==> config.mk <==
export PLATFORM = sky130hd
export DESIGN_NAME = mid_core
export DESIGN_NICKNAME = d
export VERILOG_FILES = /design/src/verilog/mid_pkg.sv /design/src/verilog/mid_core.sv /design/src/verilog/mid_stack.sv /design/src/verilog/mid_dptr.sv
export SDC_FILE = /design/constraint.sdc
export NUM_CORES = 2
export LEC_CHECK = 0
export ABC_AREA = 1
export BUFFER_PORTS_ARGS = -buffer_cell sky130_fd_sc_hd__clkbuf_2
export CAP_MARGIN = 20
export CORE_MARGIN = 1
export CORE_UTILIZATION = 35
export CTS_CLUSTER_SIZE = 14
export DETAILED_ROUTE_END_ITERATION = 10
export GPL_ROUTABILITY_DRIVEN = 0
export GPL_TIMING_DRIVEN = 0
export PLACE_DENSITY = 0.47
export SYNTH_ARGS = -nofsm -noshare
export SYNTH_HDL_FRONTEND = slang
export SYNTH_HIERARCHICAL = 1
export SYNTH_SLANG_ARGS = --single-unit
export TNS_END_PERCENT = 50
==> constraint.sdc <==
create_clock -name CLK -period 11.4 [get_ports CLK]
set_input_delay 1.14 -clock CLK [delete_from_list [all_inputs] [get_ports CLK]]
set_output_delay 1.14 -clock CLK [all_outputs]
set_load 0.02 [all_outputs]
==> src/verilog/mid_pkg.sv <==
// Shared constants, types and field layouts for the move instruction decoder.
// Assumes one core clock; program memory and data memory answer combinationally.
package mid_pkg;

    // ==========================================================
    // Instruction word layout
    typedef struct packed {
        logic fmt;            // High selects a register source, low an immediate.
        logic [2:0] dst_sub;  // Destination register subindex.
        logic [3:0] dst_mod;  // Destination module number.
        logic [3:0] src_idx;  // Source register index (register format).
        logic [3:0] src_mod;  // Source module number (register format).
    } mid_instr_t;

    // Peripheral write strobe group.
    typedef struct packed {
        logic we;
        logic [3:0] mod;
        logic [4:0] idx;
        logic [15:0] data;
    } mid_pwr_t;

    // ==========================================================
    // Module numbers
    localparam logic [3:0] MOD_ACC = 4'h0;
    localparam logic [3:0] MOD_PER_LO = 4'h1;
    localparam logic [3:0] MOD_PER_HI = 4'h7;
    localparam logic [3:0] MOD_ALU = 4'h8;
    localparam logic [3:0] MOD_CTL = 4'hC;
    localparam logic [3:0] MOD_DPT = 4'hD;

    // Arithmetic module register indices.
    localparam logic [4:0] ALU_SEL = 5'h00;
    localparam logic [4:0] ALU_ADD = 5'h01;
    localparam logic [4:0] ALU_ADDC = 5'h02;
    localparam logic [4:0] ALU_SUB = 5'h03;
    localparam logic [4:0] ALU_AND = 5'h04;
    localparam logic [4:0] ALU_OR = 5'h05;
    localparam logic [4:0] ALU_XOR = 5'h06;
    localparam logic [4:0] ALU_STAT = 5'h01;

    // Control module register indices.
    localparam logic [4:0] CTL_JUMP = 5'h00;
    localparam logic [4:0] CTL_STACK = 5'h01;
    localparam logic [4:0] CTL_CALL = 5'h02;
    localparam logic [4:0] CTL_PREFIX = 5'h03;
    localparam logic [4:0] CTL_SINDEX = 5'h04;
    localparam logic [4:0] CTL_PC = 5'h00;

    // Data pointer module register indices.
    localparam logic [4:0] DPT_CTRL = 5'h03;
    localparam logic [4:0] DPT_DATA = 5'h04;

    // Pointer step codes.
    localparam logic [1:0] STEP_NONE = 2'h0;
    localparam logic [1:0] STEP_INC = 2'h1;
    localparam logic [1:0] STEP_DEC = 2'h2;

    // ==========================================================
    // Reset values and counts
    localparam logic [15:0] PC_RESET = 16'h0000;
    localparam logic [3:0] SINDEX_RESET = 4'hF;
    localparam logic [15:0] WORD_ZERO = 16'h0000;
    localparam logic [15:0] WORD_ONE = 16'h0001;
    localparam logic [4:0] DIRECT_DST_LIMIT = 5'h08;
    localparam int unsigned NUM_ACC = 16;
    localparam int unsigned STACK_DEPTH = 16;
    localparam int unsigned NUM_PTR = 3;

endpackage : mid_pkg

==> src/verilog/mid_core.sv <==
// Top of the move instruction decoder: decodes and executes one move per clock.
// Assumes program memory returns INSTR for PROG_ADDR in the same cycle and data
// memory answers DMEM_RDATA for DMEM_ADDR combinationally; both share CLK.

// Contract
// - Every instruction is one fixed sixteen-bit word acting on registers.
// - The top bit chooses immediate or register interpretation of the source.
// - The low byte is the transfer source.
// - Register source: low nibble module, high nibble register index.
// - Bits eight to fourteen are the destination, always a register.
// - Destination: low four bits module, upper three bits subindex.
// - Upper 24 destinations need a prior prefix write, costing one cycle.
// - Fetch and execute complete in one clock with no pipeline.
// - Sixteen sixteen-bit accumulators are usable with any other register.
// - A sixteen-entry hardware return stack serves calls and task switches.
// - Three independent data memory pointers are provided.
// - Each pointer can step up or down itself after an access; a data write lands at the already stepped address.
// - Reads or writes of certain registers cause side effects.
// - Every operation is a move; source and destination select it.
// - Arithmetic and logic take any register with the active accumulator.
// - Peripheral registers are grouped into numbered modules.
// - Reset loads the stack index with the top of the stack.
// - Push raises index then stores; pop reads then lowers index.
module mid_core (
    input wire logic CLK,
    input wire logic SYS_RST,
    input wire logic CE,
    input wire logic [15:0] INSTR,
    input wire logic [15:0] DMEM_RDATA,
    output logic [15:0] PROG_ADDR,
    output logic [15:0] DMEM_ADDR,
    output logic DMEM_WE,
    output logic [15:0] DMEM_WDATA,
    output mid_pkg::mid_pwr_t PERIPH_WR,
    output logic [3:0] STACK_INDEX,
    output logic CARRY
);

    // ==========================================================
    // Decode
    mid_pkg::mid_instr_t ins;
    logic [4:0] dst_idx;
    logic [15:0] src_val;
    logic src_pop;
    logic src_dmem;

    logic [15:0] acc [mid_pkg::NUM_ACC];
    logic [3:0] active;
    logic [1:0] prefix;
    logic [15:0] stk_rdata;
    logic [mid_pkg::NUM_PTR-1:0][15:0] ptr;
    logic [7:0] dp_ctrl;

    assign ins = mid_pkg::mid_instr_t'(INSTR);
    assign dst_idx = {prefix, ins.dst_sub};

    // Arithmetic and logic on the active accumulator; result with carry.
    function automatic logic [16:0] alu(input logic [4:0] op, input logic [15:0] a,
                                        input logic [15:0] b, input logic c);
        unique case (op)
            mid_pkg::ALU_ADD: alu = {1'b0, a} + {1'b0, b};
            mid_pkg::ALU_ADDC: alu = {1'b0, a} + {1'b0, b} + {16'h0000, c};
            mid_pkg::ALU_SUB: alu = {1'b0, a} - {1'b0, b};
            mid_pkg::ALU_AND: alu = {c, a & b};
            mid_pkg::ALU_OR: alu = {c, a | b};
            mid_pkg::ALU_XOR: alu = {c, a ^ b};
            default: alu = {c, a};
        endcase
    endfunction : alu

    // Source selection; only implemented registers yield data or side effects.
    always_comb
    begin
        src_val = mid_pkg::WORD_ZERO;
        src_pop = 1'b0;
        src_dmem = 1'b0;
        if (!ins.fmt)
        begin
            src_val = {8'h00, INSTR[7:0]};
        end
        else
        begin
            unique case (ins.src_mod)
                mid_pkg::MOD_ACC: src_val = acc[ins.src_idx];
                mid_pkg::MOD_ALU:
                begin
                    if ({1'b0, ins.src_idx} == mid_pkg::ALU_SEL)
                        src_val = {12'h000, active};
                    else if ({1'b0, ins.src_idx} == mid_pkg::ALU_STAT)
                        src_val = {15'h0000, CARRY};
                end
                mid_pkg::MOD_CTL:
                begin
                    if ({1'b0, ins.src_idx} == mid_pkg::CTL_PC)
                        src_val = PROG_ADDR;
                    else if ({1'b0, ins.src_idx} == mid_pkg::CTL_STACK)
                    begin
                        src_val = stk_rdata;
                        src_pop = 1'b1;
                    end
                    else if ({1'b0, ins.src_idx} == mid_pkg::CTL_SINDEX)
                        src_val = {12'h000, STACK_INDEX};
                end
                mid_pkg::MOD_DPT:
                begin
                    if (ins.src_idx < 4'(mid_pkg::NUM_PTR))
                        src_val = ptr[ins.src_idx[1:0]];
                    else if ({1'b0, ins.src_idx} == mid_pkg::DPT_CTRL)
                        src_val = {8'h00, dp_ctrl};
                    else if ({1'b0, ins.src_idx} == mid_pkg::DPT_DATA)
                    begin
                        src_val = DMEM_RDATA;
                        src_dmem = 1'b1;
                    end
                end
                default: src_val = mid_pkg::WORD_ZERO;
            endcase
        end
    end

    // ==========================================================
    // Execute: the destination write decides the operation
    logic [15:0] next_pc;
    logic [3:0] next_active;
    logic [1:0] next_prefix;
    logic next_carry;
    logic acc_we;
    logic [3:0] acc_wsel;
    logic [15:0] acc_wval;
    logic stk_push;
    logic [15:0] stk_wdata;
    logic [mid_pkg::NUM_PTR-1:0] dp_load;
    logic dp_ctrl_wr;
    logic dst_dmem;
    mid_pkg::mid_pwr_t next_pwr;
    logic [16:0] alu_res;

    assign alu_res = alu(dst_idx, acc[active], src_val, CARRY);

    // Destination decode with jump, call, prefix and peripheral effects.
    always_comb
    begin
        next_pc = PROG_ADDR + mid_pkg::WORD_ONE;
        next_active = active;
        next_prefix = 2'h0;
        next_carry = CARRY;
        acc_we = 1'b0;
        acc_wsel = active;
        acc_wval = src_val;
        stk_push = 1'b0;
        stk_wdata = src_val;
        dp_load = '0;
        dp_ctrl_wr = 1'b0;
        dst_dmem = 1'b0;
        next_pwr = '0;
        unique case (ins.dst_mod)
            mid_pkg::MOD_ACC:
            begin
                if (dst_idx < 5'(mid_pkg::NUM_ACC))
                begin
                    acc_we = 1'b1;
                    acc_wsel = dst_idx[3:0];
                end
            end
            mid_pkg::MOD_ALU:
            begin
                if (dst_idx == mid_pkg::ALU_SEL)
                    next_active = src_val[3:0];
                else if (dst_idx <= mid_pkg::ALU_XOR)
                begin
                    acc_we = 1'b1;
                    acc_wval = alu_res[15:0];
                    next_carry = alu_res[16];
                end
            end
            mid_pkg::MOD_CTL:
            begin
                if (dst_idx == mid_pkg::CTL_JUMP)
                    next_pc = src_val;
                else if (dst_idx == mid_pkg::CTL_STACK)
                    stk_push = 1'b1;
                else if (dst_idx == mid_pkg::CTL_CALL)
                begin
                    stk_push = 1'b1;
                    stk_wdata = PROG_ADDR + mid_pkg::WORD_ONE;
                    next_pc = src_val;
                end
                else if (dst_idx == mid_pkg::CTL_PREFIX)
                    next_prefix = src_val[1:0];
            end
            mid_pkg::MOD_DPT:
            begin
                if (dst_idx < 5'(mid_pkg::NUM_PTR))
                    dp_load[dst_idx[1:0]] = 1'b1;
                else if (dst_idx == mid_pkg::DPT_CTRL)
                    dp_ctrl_wr = 1'b1;
                else if (dst_idx == mid_pkg::DPT_DATA)
                    dst_dmem = 1'b1;
            end
            default:
            begin
                if (ins.dst_mod >= mid_pkg::MOD_PER_LO && ins.dst_mod <= mid_pkg::MOD_PER_HI)
                    next_pwr = '{we: 1'b1, mod: ins.dst_mod, idx: dst_idx,
                                 data: src_val};
            end
        endcase
    end

    // Architectural state, all updated in the one execute cycle.
    always_ff @(posedge CLK or posedge SYS_RST)
    begin
        if (SYS_RST)
        begin
            PROG_ADDR <= mid_pkg::PC_RESET;
            active <= 4'h0;
            prefix <= 2'h0;
            CARRY <= 1'b0;
            DMEM_WE <= 1'b0;
            DMEM_WDATA <= mid_pkg::WORD_ZERO;
            PERIPH_WR <= '0;
        end
        else if (CE)
        begin
            PROG_ADDR <= next_pc;
            active <= next_active;
            prefix <= next_prefix;
            CARRY <= next_carry;
            DMEM_WE <= dst_dmem;
            DMEM_WDATA <= src_val;
            PERIPH_WR <= next_pwr;
        end
    end

    // Accumulator file; written at most once per instruction.
    always_ff @(posedge CLK or posedge SYS_RST)
    begin
        if (SYS_RST)
        begin
            for (int unsigned i = 0; i < mid_pkg::NUM_ACC; i++)
                acc[i] <= mid_pkg::WORD_ZERO;
        end
        else if (CE && acc_we)
        begin
            acc[acc_wsel] <= acc_wval;
        end
    end

    // ==========================================================
    // Stack and data pointers
    mid_stack #(.DEPTH(mid_pkg::STACK_DEPTH)) u_stack (
        .clk(CLK),
        .rst(SYS_RST),
        .ce(CE),
        .push(stk_push),
        .pop(src_pop),
        .wdata(stk_wdata),
        .rdata(stk_rdata),
        .stack_index(STACK_INDEX)
    );

    mid_dptr #(.NPTR(mid_pkg::NUM_PTR)) u_dptr (
        .clk(CLK),
        .rst(SYS_RST),
        .ce(CE),
        .load(dp_load),
        .load_val(src_val),
        .ctrl_wr(dp_ctrl_wr),
        .ctrl_val(src_val[7:0]),
        .access(src_dmem || dst_dmem),
        .ptr(ptr),
        .ctrl(dp_ctrl),
        .addr(DMEM_ADDR)
    );
endmodule : mid_core

==> src/verilog/mid_stack.sv <==
// Sixteen-entry hardware return stack with its stack index.
// Assumes push and pop come from logic on the same clock.
module mid_stack #(
    parameter int unsigned DEPTH = mid_pkg::STACK_DEPTH
) (
    input wire logic clk,
    input wire logic rst,
    input wire logic ce,
    input wire logic push,
    input wire logic pop,
    input wire logic [15:0] wdata,
    output logic [15:0] rdata,
    output logic [3:0] stack_index
);

    // ==========================================================
    // Storage
    logic [15:0] mem [DEPTH];
    logic [3:0] next_stack_index;

    // The top entry is always visible so a pop reads before the index moves.
    assign rdata = mem[stack_index];

    // Push moves up then stores; pop reads then moves down; both replace the top.
    always_comb
    begin
        next_stack_index = stack_index;
        if (push && !pop)
        begin
            next_stack_index = stack_index + 4'h1;
        end
        else if (pop && !push)
        begin
            next_stack_index = stack_index - 4'h1;
        end
    end

    // Index register and entry write.
    always_ff @(posedge clk or posedge rst)
    begin
        if (rst)
        begin
            stack_index <= mid_pkg::SINDEX_RESET;
        end
        else if (ce)
        begin
            stack_index <= next_stack_index;
        end
    end

    // Entries carry no reset; a push stores at the freshly raised index.
    always_ff @(posedge clk)
    begin
        if (ce && push)
        begin
            mem[next_stack_index] <= wdata;
        end
    end
endmodule : mid_stack

==> src/verilog/mid_dptr.sv <==
// Three data memory pointers with per-pointer automatic stepping.
// Assumes strobes come from logic on the same clock.
module mid_dptr #(
    parameter int unsigned NPTR = mid_pkg::NUM_PTR
) (
    input wire logic clk,
    input wire logic rst,
    input wire logic ce,
    input wire logic [NPTR-1:0] load,
    input wire logic [15:0] load_val,
    input wire logic ctrl_wr,
    input wire logic [7:0] ctrl_val,
    input wire logic access,
    output logic [NPTR-1:0][15:0] ptr,
    output logic [7:0] ctrl,
    output logic [15:0] addr
);

    // ==========================================================
    // Next pointer values
    logic [NPTR-1:0][15:0] next_ptr;
    logic [7:0] next_ctrl;
    logic [15:0] next_addr;
    logic [1:0] sel;

    assign sel = ctrl[1:0];

    // Step code of a pointer from the control byte.
    function automatic logic [1:0] step_of(input logic [7:0] c, input int unsigned i);
        step_of = c[2*i+2 +: 2];
    endfunction : step_of

    // Loads win; otherwise an access steps the active pointer by its mode.
    always_comb
    begin
        next_ptr = ptr;
        next_ctrl = ctrl_wr ? ctrl_val : ctrl;
        for (int unsigned i = 0; i < NPTR; i++)
        begin
            if (load[i])
            begin
                next_ptr[i] = load_val;
            end
            else if (access && sel == i[1:0])
            begin
                unique case (step_of(ctrl, i))
                    mid_pkg::STEP_INC: next_ptr[i] = ptr[i] + mid_pkg::WORD_ONE;
                    mid_pkg::STEP_DEC: next_ptr[i] = ptr[i] - mid_pkg::WORD_ONE;
                    default: next_ptr[i] = ptr[i];
                endcase
            end
        end
        next_addr = (next_ctrl[1:0] < NPTR[1:0]) ? next_ptr[next_ctrl[1:0]] : mid_pkg::WORD_ZERO;
    end

    // Pointer registers and the registered memory address.
    always_ff @(posedge clk or posedge rst)
    begin
        if (rst)
        begin
            ptr <= '0;
            ctrl <= 8'h00;
            addr <= mid_pkg::WORD_ZERO;
        end
        else if (ce)
        begin
            ptr <= next_ptr;
            ctrl <= next_ctrl;
            addr <= next_addr;
        end
    end
endmodule : mid_dptr

# Yosys cells after proc, flatten, opt, wreduce, memory -nomap -nowiden
# Memories as Yosys holds them, arrays and structs flattened.
# Cells that the tools add are included.
# Widths: inputs -> output; s select.
[totals]
ff_bits = 398
latch_bits = 0
ramBits = 256
rom_bits = 0
in_bits = 35
n_memories = 1
[mem_list]
columns = ["memory", "words", "width", "rd", "rd_clocked_by_memory_dff", "write_ports", "line", "rtl"]
rows = [
  ["u_stack.mem", 16, 16, 1, 0, 1, "mid_stack.sv:18", "logic [15:0] mem [DEPTH];"],
]
[classes]
addsub = 12
n_mul = 0
div = 0
magnitude_cmp = 15
eq_ne = 23
shift = 0
mux = 87
bitwise = 10
n_reduce_logical = 23
[ops]
columns = ["operator", "count"]
rows = [
  ["$mux 16", 31],
  ["$bwmux 256", 1],
  ["$bmux 16 s4", 2],
  ["$pmux 17 s6", 1],
  ["$pmux 16 s2", 3],
  ["$add 16x1->16 const B", 4],
  ["$bmux 16 s2", 2],
  ["$demux 16 s4", 1],
  ["$pmux 16 s4", 1],
  ["$mux 26", 2],
  ["$sub 16x1->16 const B", 3],
  ["$mux 1", 27],
  ["$eq 4x4->1 const B", 6],
  ["$mux 4", 6],
  ["$add 16x16->17", 1],
  ["$add 17x1->17", 1],
  ["$sub 16x16->17", 1],
  ["$and 16x16->16", 1],
  ["$or 16x16->16", 1],
  ["$xor 16x16->16", 1],
  ["$eq 5x3->1 const B", 3],
  ["$ge 5x5->1 const B", 3],
  ["$not 4->5", 3],
  ["$logic_not 4->1", 3],
  ["34 further kinds", 62],
]

# Depth between registers and ports, before layout
[logic_depth]
depth_word = 13
mapped_depth = 37
mapped_depth_nobuf = 33

# By module
# Netlist, hierarchy kept.
[by_module_without_submodules]
columns = ["mod", "instances", "cells_per_inst", "area_each_um2", "seq_area_each_um2"]
rows = [
  ["mid_core", 1, 3166, 21637.0, 8057.7],
  ["mid_stack", 1, 892, 10525.1, 7792.5],
  ["mid_dptr", 1, 1209, 7045.5, 1801.7],
]

# Worst setup path after synthesis
# No wires, ideal clock.
[synth_timing]
kind = "input to register"
startpoint = "in INSTR[4]"
endpoint = "reg acc[76] (netlist name)"
t_arrival_ns = 4.915
required_ns = 11.334
path_slack_ns = 6.420
cell_stages = 30
path_buffers = 4
path_cell_list = "buf_4 -> inv_2 -> nand2_1 -> inv_1 -> buf_2 -> buf_2 -> a21oi_1 -> o211ai_1 -> nand3_1 -> nand3_1 -> nand2_1 -> nand2_1 -> nand2_1 -> nand2_1 -> ha_1 -> fa_1 -> ha_1 -> inv_1 -> nor2_1 -> nand3_1 -> nor2_2 -> nand3_1 -> nor2_1 -> nand2_1 -> o21ai_0 -> nand2_1 -> nand2_1 -> buf_2 -> nand3_1 -> nand2_1"
[synth_via]
elab_chain_cells = 13
[synth_rtl]
columns = ["element", "line", "rtl"]
rows = [
  ["start: declaration", "mid_core.sv:28", "input wire logic [15:0] INSTR,"],
  ["$not 4->5 (not written as such) or $eq 4x3->1 (tied branches)", "mid_core.sv:84, mid_core.sv:101, mid_core.sv:110", ""],
  ["$bmux 16 s4 (tied with other cells)", "mid_core.sv:84", "mid_pkg::MOD_ACC: src_val = acc[ins.src_idx];"],
  ["$mux 16, on equally long branches", "mid_core.sv:84, mid_core.sv:96, mid_core.sv:108", ""],
  ["$mux 16, on equally long branches", "mid_core.sv:84, mid_core.sv:94, mid_core.sv:106", ""],
  ["$pmux 16 s4 (*)", "mid_core.sv:83", "unique case (ins.src_mod)"],
  ["$mux 16 (*)", "mid_core.sv:77", "if (!ins.fmt)"],
  ["via src_val[0]", "mid_core.sv:43", "logic [15:0] src_val;"],
  ["$add 16x16->17", "mid_core.sv:61, mid_core.sv:62", ""],
  ["$add 17x1->17", "mid_core.sv:62", "mid_pkg::ALU_ADDC: alu = {1'b0, a} + {1'b0, b} + {16'h0000, c};"],
  ["$pmux 17 s6 (*)", "mid_core.sv:60", "unique case (op)"],
  ["$mux 16 (*)", "mid_core.sv:169", "else if (dst_idx <= mid_pkg::ALU_XOR)"],
  ["$mux 16 (*)", "mid_core.sv:167", "if (dst_idx == mid_pkg::ALU_SEL)"],
  ["$mux 16 (*)", "mid_core.sv:156", "unique case (ins.dst_mod)"],
  ["$bwmux 256 (*)", "mid_core.sv:244", "acc[acc_wsel] <= acc_wval;"],
  ["end signal: indexed assignment", "mid_core.sv:240", "acc[i] <= mid_pkg::WORD_ZERO;"],
  ["end signal: indexed assignment", "mid_core.sv:244", ""],
  ["end: declaration", "mid_core.sv:47", "logic [15:0] acc [mid_pkg::NUM_ACC];"],
]
# The timed path passes the listed nets; every way through them passes the cells marked *. The select of a mux whose other input is x is not followed.
# A chain may end at the register's enable or synchronous reset.

# Final worst setup path
[layout_timing]
startpoint = "in INSTR[4]"
endpoint = "reg acc[247] (netlist name)"
# Same word-level chain as after synthesis.

==> results_dict.tcl <==
set metrics [dict create \
    synth-edff-count 256 \
    insertion_delay_ps 710 \
    synth_top_area_share_pct 25.1 \
    relSlewSlack_pct 8.53 \
    h-tree-depth 3 \
    async_flop_share_pct 60.9 \
    power.internal_uw 4610 \
    start_util_pct 35.4 \
    post_cts_resize_count 0 \
    nFillCells 11700 \
    tightest_slew_ps 1370 \
    rows 122 \
    antenna_found_initial 8 \
    critical_path.startpoint_type "primary input" \
    clockRootBuffer "clkbuf_16" \
    yosys_most_used_dff "dfrtp_1" \
    p_total_uw 7320 \
    netSwitchingFraction_pct 37.0 \
    die-width_um 337 \
    dp_hpwl_mm 138 \
    fin_crit_ps 7280 \
    tritoncts "done" \
    cts_made_buffers 79 \
    ios 115 \
    detail_route.iter0.violations 5103 \
    port-buffer-count 111 \
    ys_ff_latch 654 \
    syn2layout_area_growth_pct 14.7 \
    run_status "finished, final reports clean" \
    yosys_warnings 6 \
    post-place-cells 6898 \
    syn_area_um2 39200 \
    cts_hold_buf 0 \
    synthCells 5267 \
    postLayoutCellArea_um2 45000 \
    firstDrtPassIters 8 \
    vias_per_cell 5.62 \
    grt_first_pass_wirelength_mm 263 \
    drv_slew 0 \
    clock-sinks 654 \
    cts.path.max_buffers 3 \
    skew_ps 49.8 \
    dieArea_um2 113000 \
    synth_area_leader_cell "dfrtp_1" \
    p_sw_uw 2710 \
    vias 39600 \
    antenna_left 0 \
    dpl_worst_slack_ps 3470 \
    layout-drive-gt1-share_pct 10.4 \
    route.detailed.drc 0 \
    power_frac_clock_pct 37.0 \
    grt_max_degree 116 \
    routed_wl_mm 185 \
    rsz0062_at_grt "false" \
    crit_fanout 12 \
    combPwrFrac_pct 25.9 \
    cts_setup_buffers 0 \
    grt_usage_pct 32.1 \
    worstPathArrival_ps 7850 \
    dpl_cell_area_um2 42200 \
    cellPowerDensity_nw_per_um2 163 \
    clk_pin_slew_worst_paths_ps 60 \
    syn_nets 5366 \
    grt_pass1_vias 36400 \
    multi_input_area_um2 18700 \
    fin_nets 5592 \
    worstSetupPathType "primary input to flip-flop" \
    stdcell_count 7048 \
    die_h_um 337 \
    synth_cell_types 62 \
    setup_violations 0 \
    ir_worst_vdd_v 0.000115 \
    p_leak_uw 0.0206 \
    endpoint_kind "flip-flop" \
    hold_viol 0 \
    power.share.sequential_pct 37.2 \
    max_cap_violations 0 \
    timing.final.crit_share_pct 63.9 \
    wl_per_cell_um 26.3 \
    synth_area_leaders "dfrtp_1 25%, edfxtp_1 20%, nand2_1 17%" \
    finalSetupTns_ps 0 \
    final-seq-area_um2 17700 \
    ys_seq_area_share_pct 45.0 \
    cp.required_ps 11970 \
    syn_area_per_cell_um2 7.44 \
    hp-class "flip-flop to flip-flop" \
    clock.fmax_mhz 137 \
    grt-ovfl-total 0 \
    coreArea_um2 111000 \
    setup_slack_ps 4120 \
]
-- critical path: stages --
cell	delay (ps)
buf_4	170
nor2_2	400
clkbuf_1	930
a22oi_1	220
nand4_1	130
nand3_1	120
nand2_1	220
o21ai_0	170
nand2_1	120
nand2_1	60
nand2_1	760
inv_1	320
ha_1	480
inv_1	80
nand2_1	40
o21ai_0	510
nand2_1	100
nand3_1	180
nand2_1	80
nand2_1	150
a21oi_1	80
o21ai_0	80
o2111ai_1	620
buf_2	450
nand3_1	100
nand2_1	60
-- cells in the mapped netlist (5+ instances only) --
cell type	instances
nor3_1	11
clkbuf_1	159
a22oi_1	81
a21oi_1	196
nor2_4	14
inv_1	388
o22ai_1	42
xor2_1	18
dfrtp_1	394
nor2_1	323
a31oi_1	9
buf_6	7
o211ai_1	43
nand2_1	1756
clkinv_1	7
nand3_1	599
o21bai_1	5
nor2_2	38
o2111ai_1	11
buf_2	98
buf_4	18
nand4_1	76
ha_1	62
o221ai_1	43
o21ai_1	36
nand2_2	20
o21ai_0	425
buf_1	6
or2_2	6
a211oi_1	12
inv_2	38
edfxtp_1	256
xnor2_1	8
-- layer usage --
| layer | part of all wire (%) | wire (µm) | global-route usage, % | vias up |
|---|---|---|---|---|
| met1 | 43 | 79000 | 43.9 | 19000 |
| li1 | - | - | - | 18100 |
| met3 | 8.8 | 16300 | 6.35 | 446 |
| met4 | 4.5 | 8260 | 13.5 | 10 |
| met2 | 44 | 81600 | 49.4 | 2039 |
| met5 | 0.035 | 65 | 0 | - |
-- kinds of logic after synthesis --
| group | count (synthesis) | share of synthesized area [%] |
|---|---|---|
| compound gates | 926 | 13.7 |
| fa+ha+maj | 64 | 2.08 |
| buf+inv | 728 | 7.68 |
| xor+xnor | 28 | 0.664 |
| mux | 3 | 0.0862 |
| flops | 654 | 45.0 |
| simple gates | 2864 | 30.8 |
-- per-stage QoR --
stage	utilization [%]	hold slack [ps]
global placement	37.6	466
CTS	40.6	482
floorplan	-	449
detailed placement	38.1	466
global route	40.6	496
finish	40.6	477
-- final timing paths --
check	slack (ps)	startpoint	depth (start not counted)	endpoint
min in group asynchronous	660	SYS_RST	2	u_dptr/ctrl[7]
max reg2reg	4470	active[1]	23	acc[247]
min	480	acc[96]	2	acc[96]
max in group asynchronous	9410	SYS_RST	3	acc[19]
max	4120	INSTR[4]	26	acc[247]
min reg2reg	480	acc[96]	2	acc[96]
-- layout by cell type, fill, tap and decap left out, types with 62 or more instances in the layout --
cell type     n
a21oi_1     196
a22oi_1      81
buf_2        98
clkbuf_1    172
clkbuf_16    80
clkbuf_2    115
dfrtp_1     394
edfxtp_1    256
ha_1         62
inv_1       386
nand2_1    1756
nand3_1     599
nand4_1      76
nor2_1      307
o21ai_0     410
-- registers in the layout, indices dropped and copies added (netlist names), 4 cells and up --
name	flops
acc	256
u_stack/mem	256
u_dptr/ptr	48
PERIPH_WR	26
DMEM_WDATA	16
PROG_ADDR	16
u_dptr/addr	16
u_dptr/ctrl	8
active	4
u_stack/stack_index	4
-- final cells by class --
cell class | count | share of cell area, %
multi-input cells | 3885 | 41.5
flip-flops and latches | 654 | 39.2
clock buffers | 108 | 5.02
well taps | 1488 | 4.14
inverters | 434 | 3.65
plain buffers | 294 | 3.07
repair buffers | 145 | 2.29
clock inverters | 38 | 1.11
diodes | 2 | 0.0111
-- power by group through the flow --
stage | Sequential (µW) | Clock (µW) | Combinational, µW
finish | 2720 | 2710 | 1890
global route | 2730 | 2830 | 2040
CTS | 2720 | 2740 | 1840
detailed placement | 2760 | 0 | 1830
global placement | 2760 | 0 | 1820
floorplan | 2740 | 0 | 1090
Note: power is estimated with default switching activity, not from simulation.
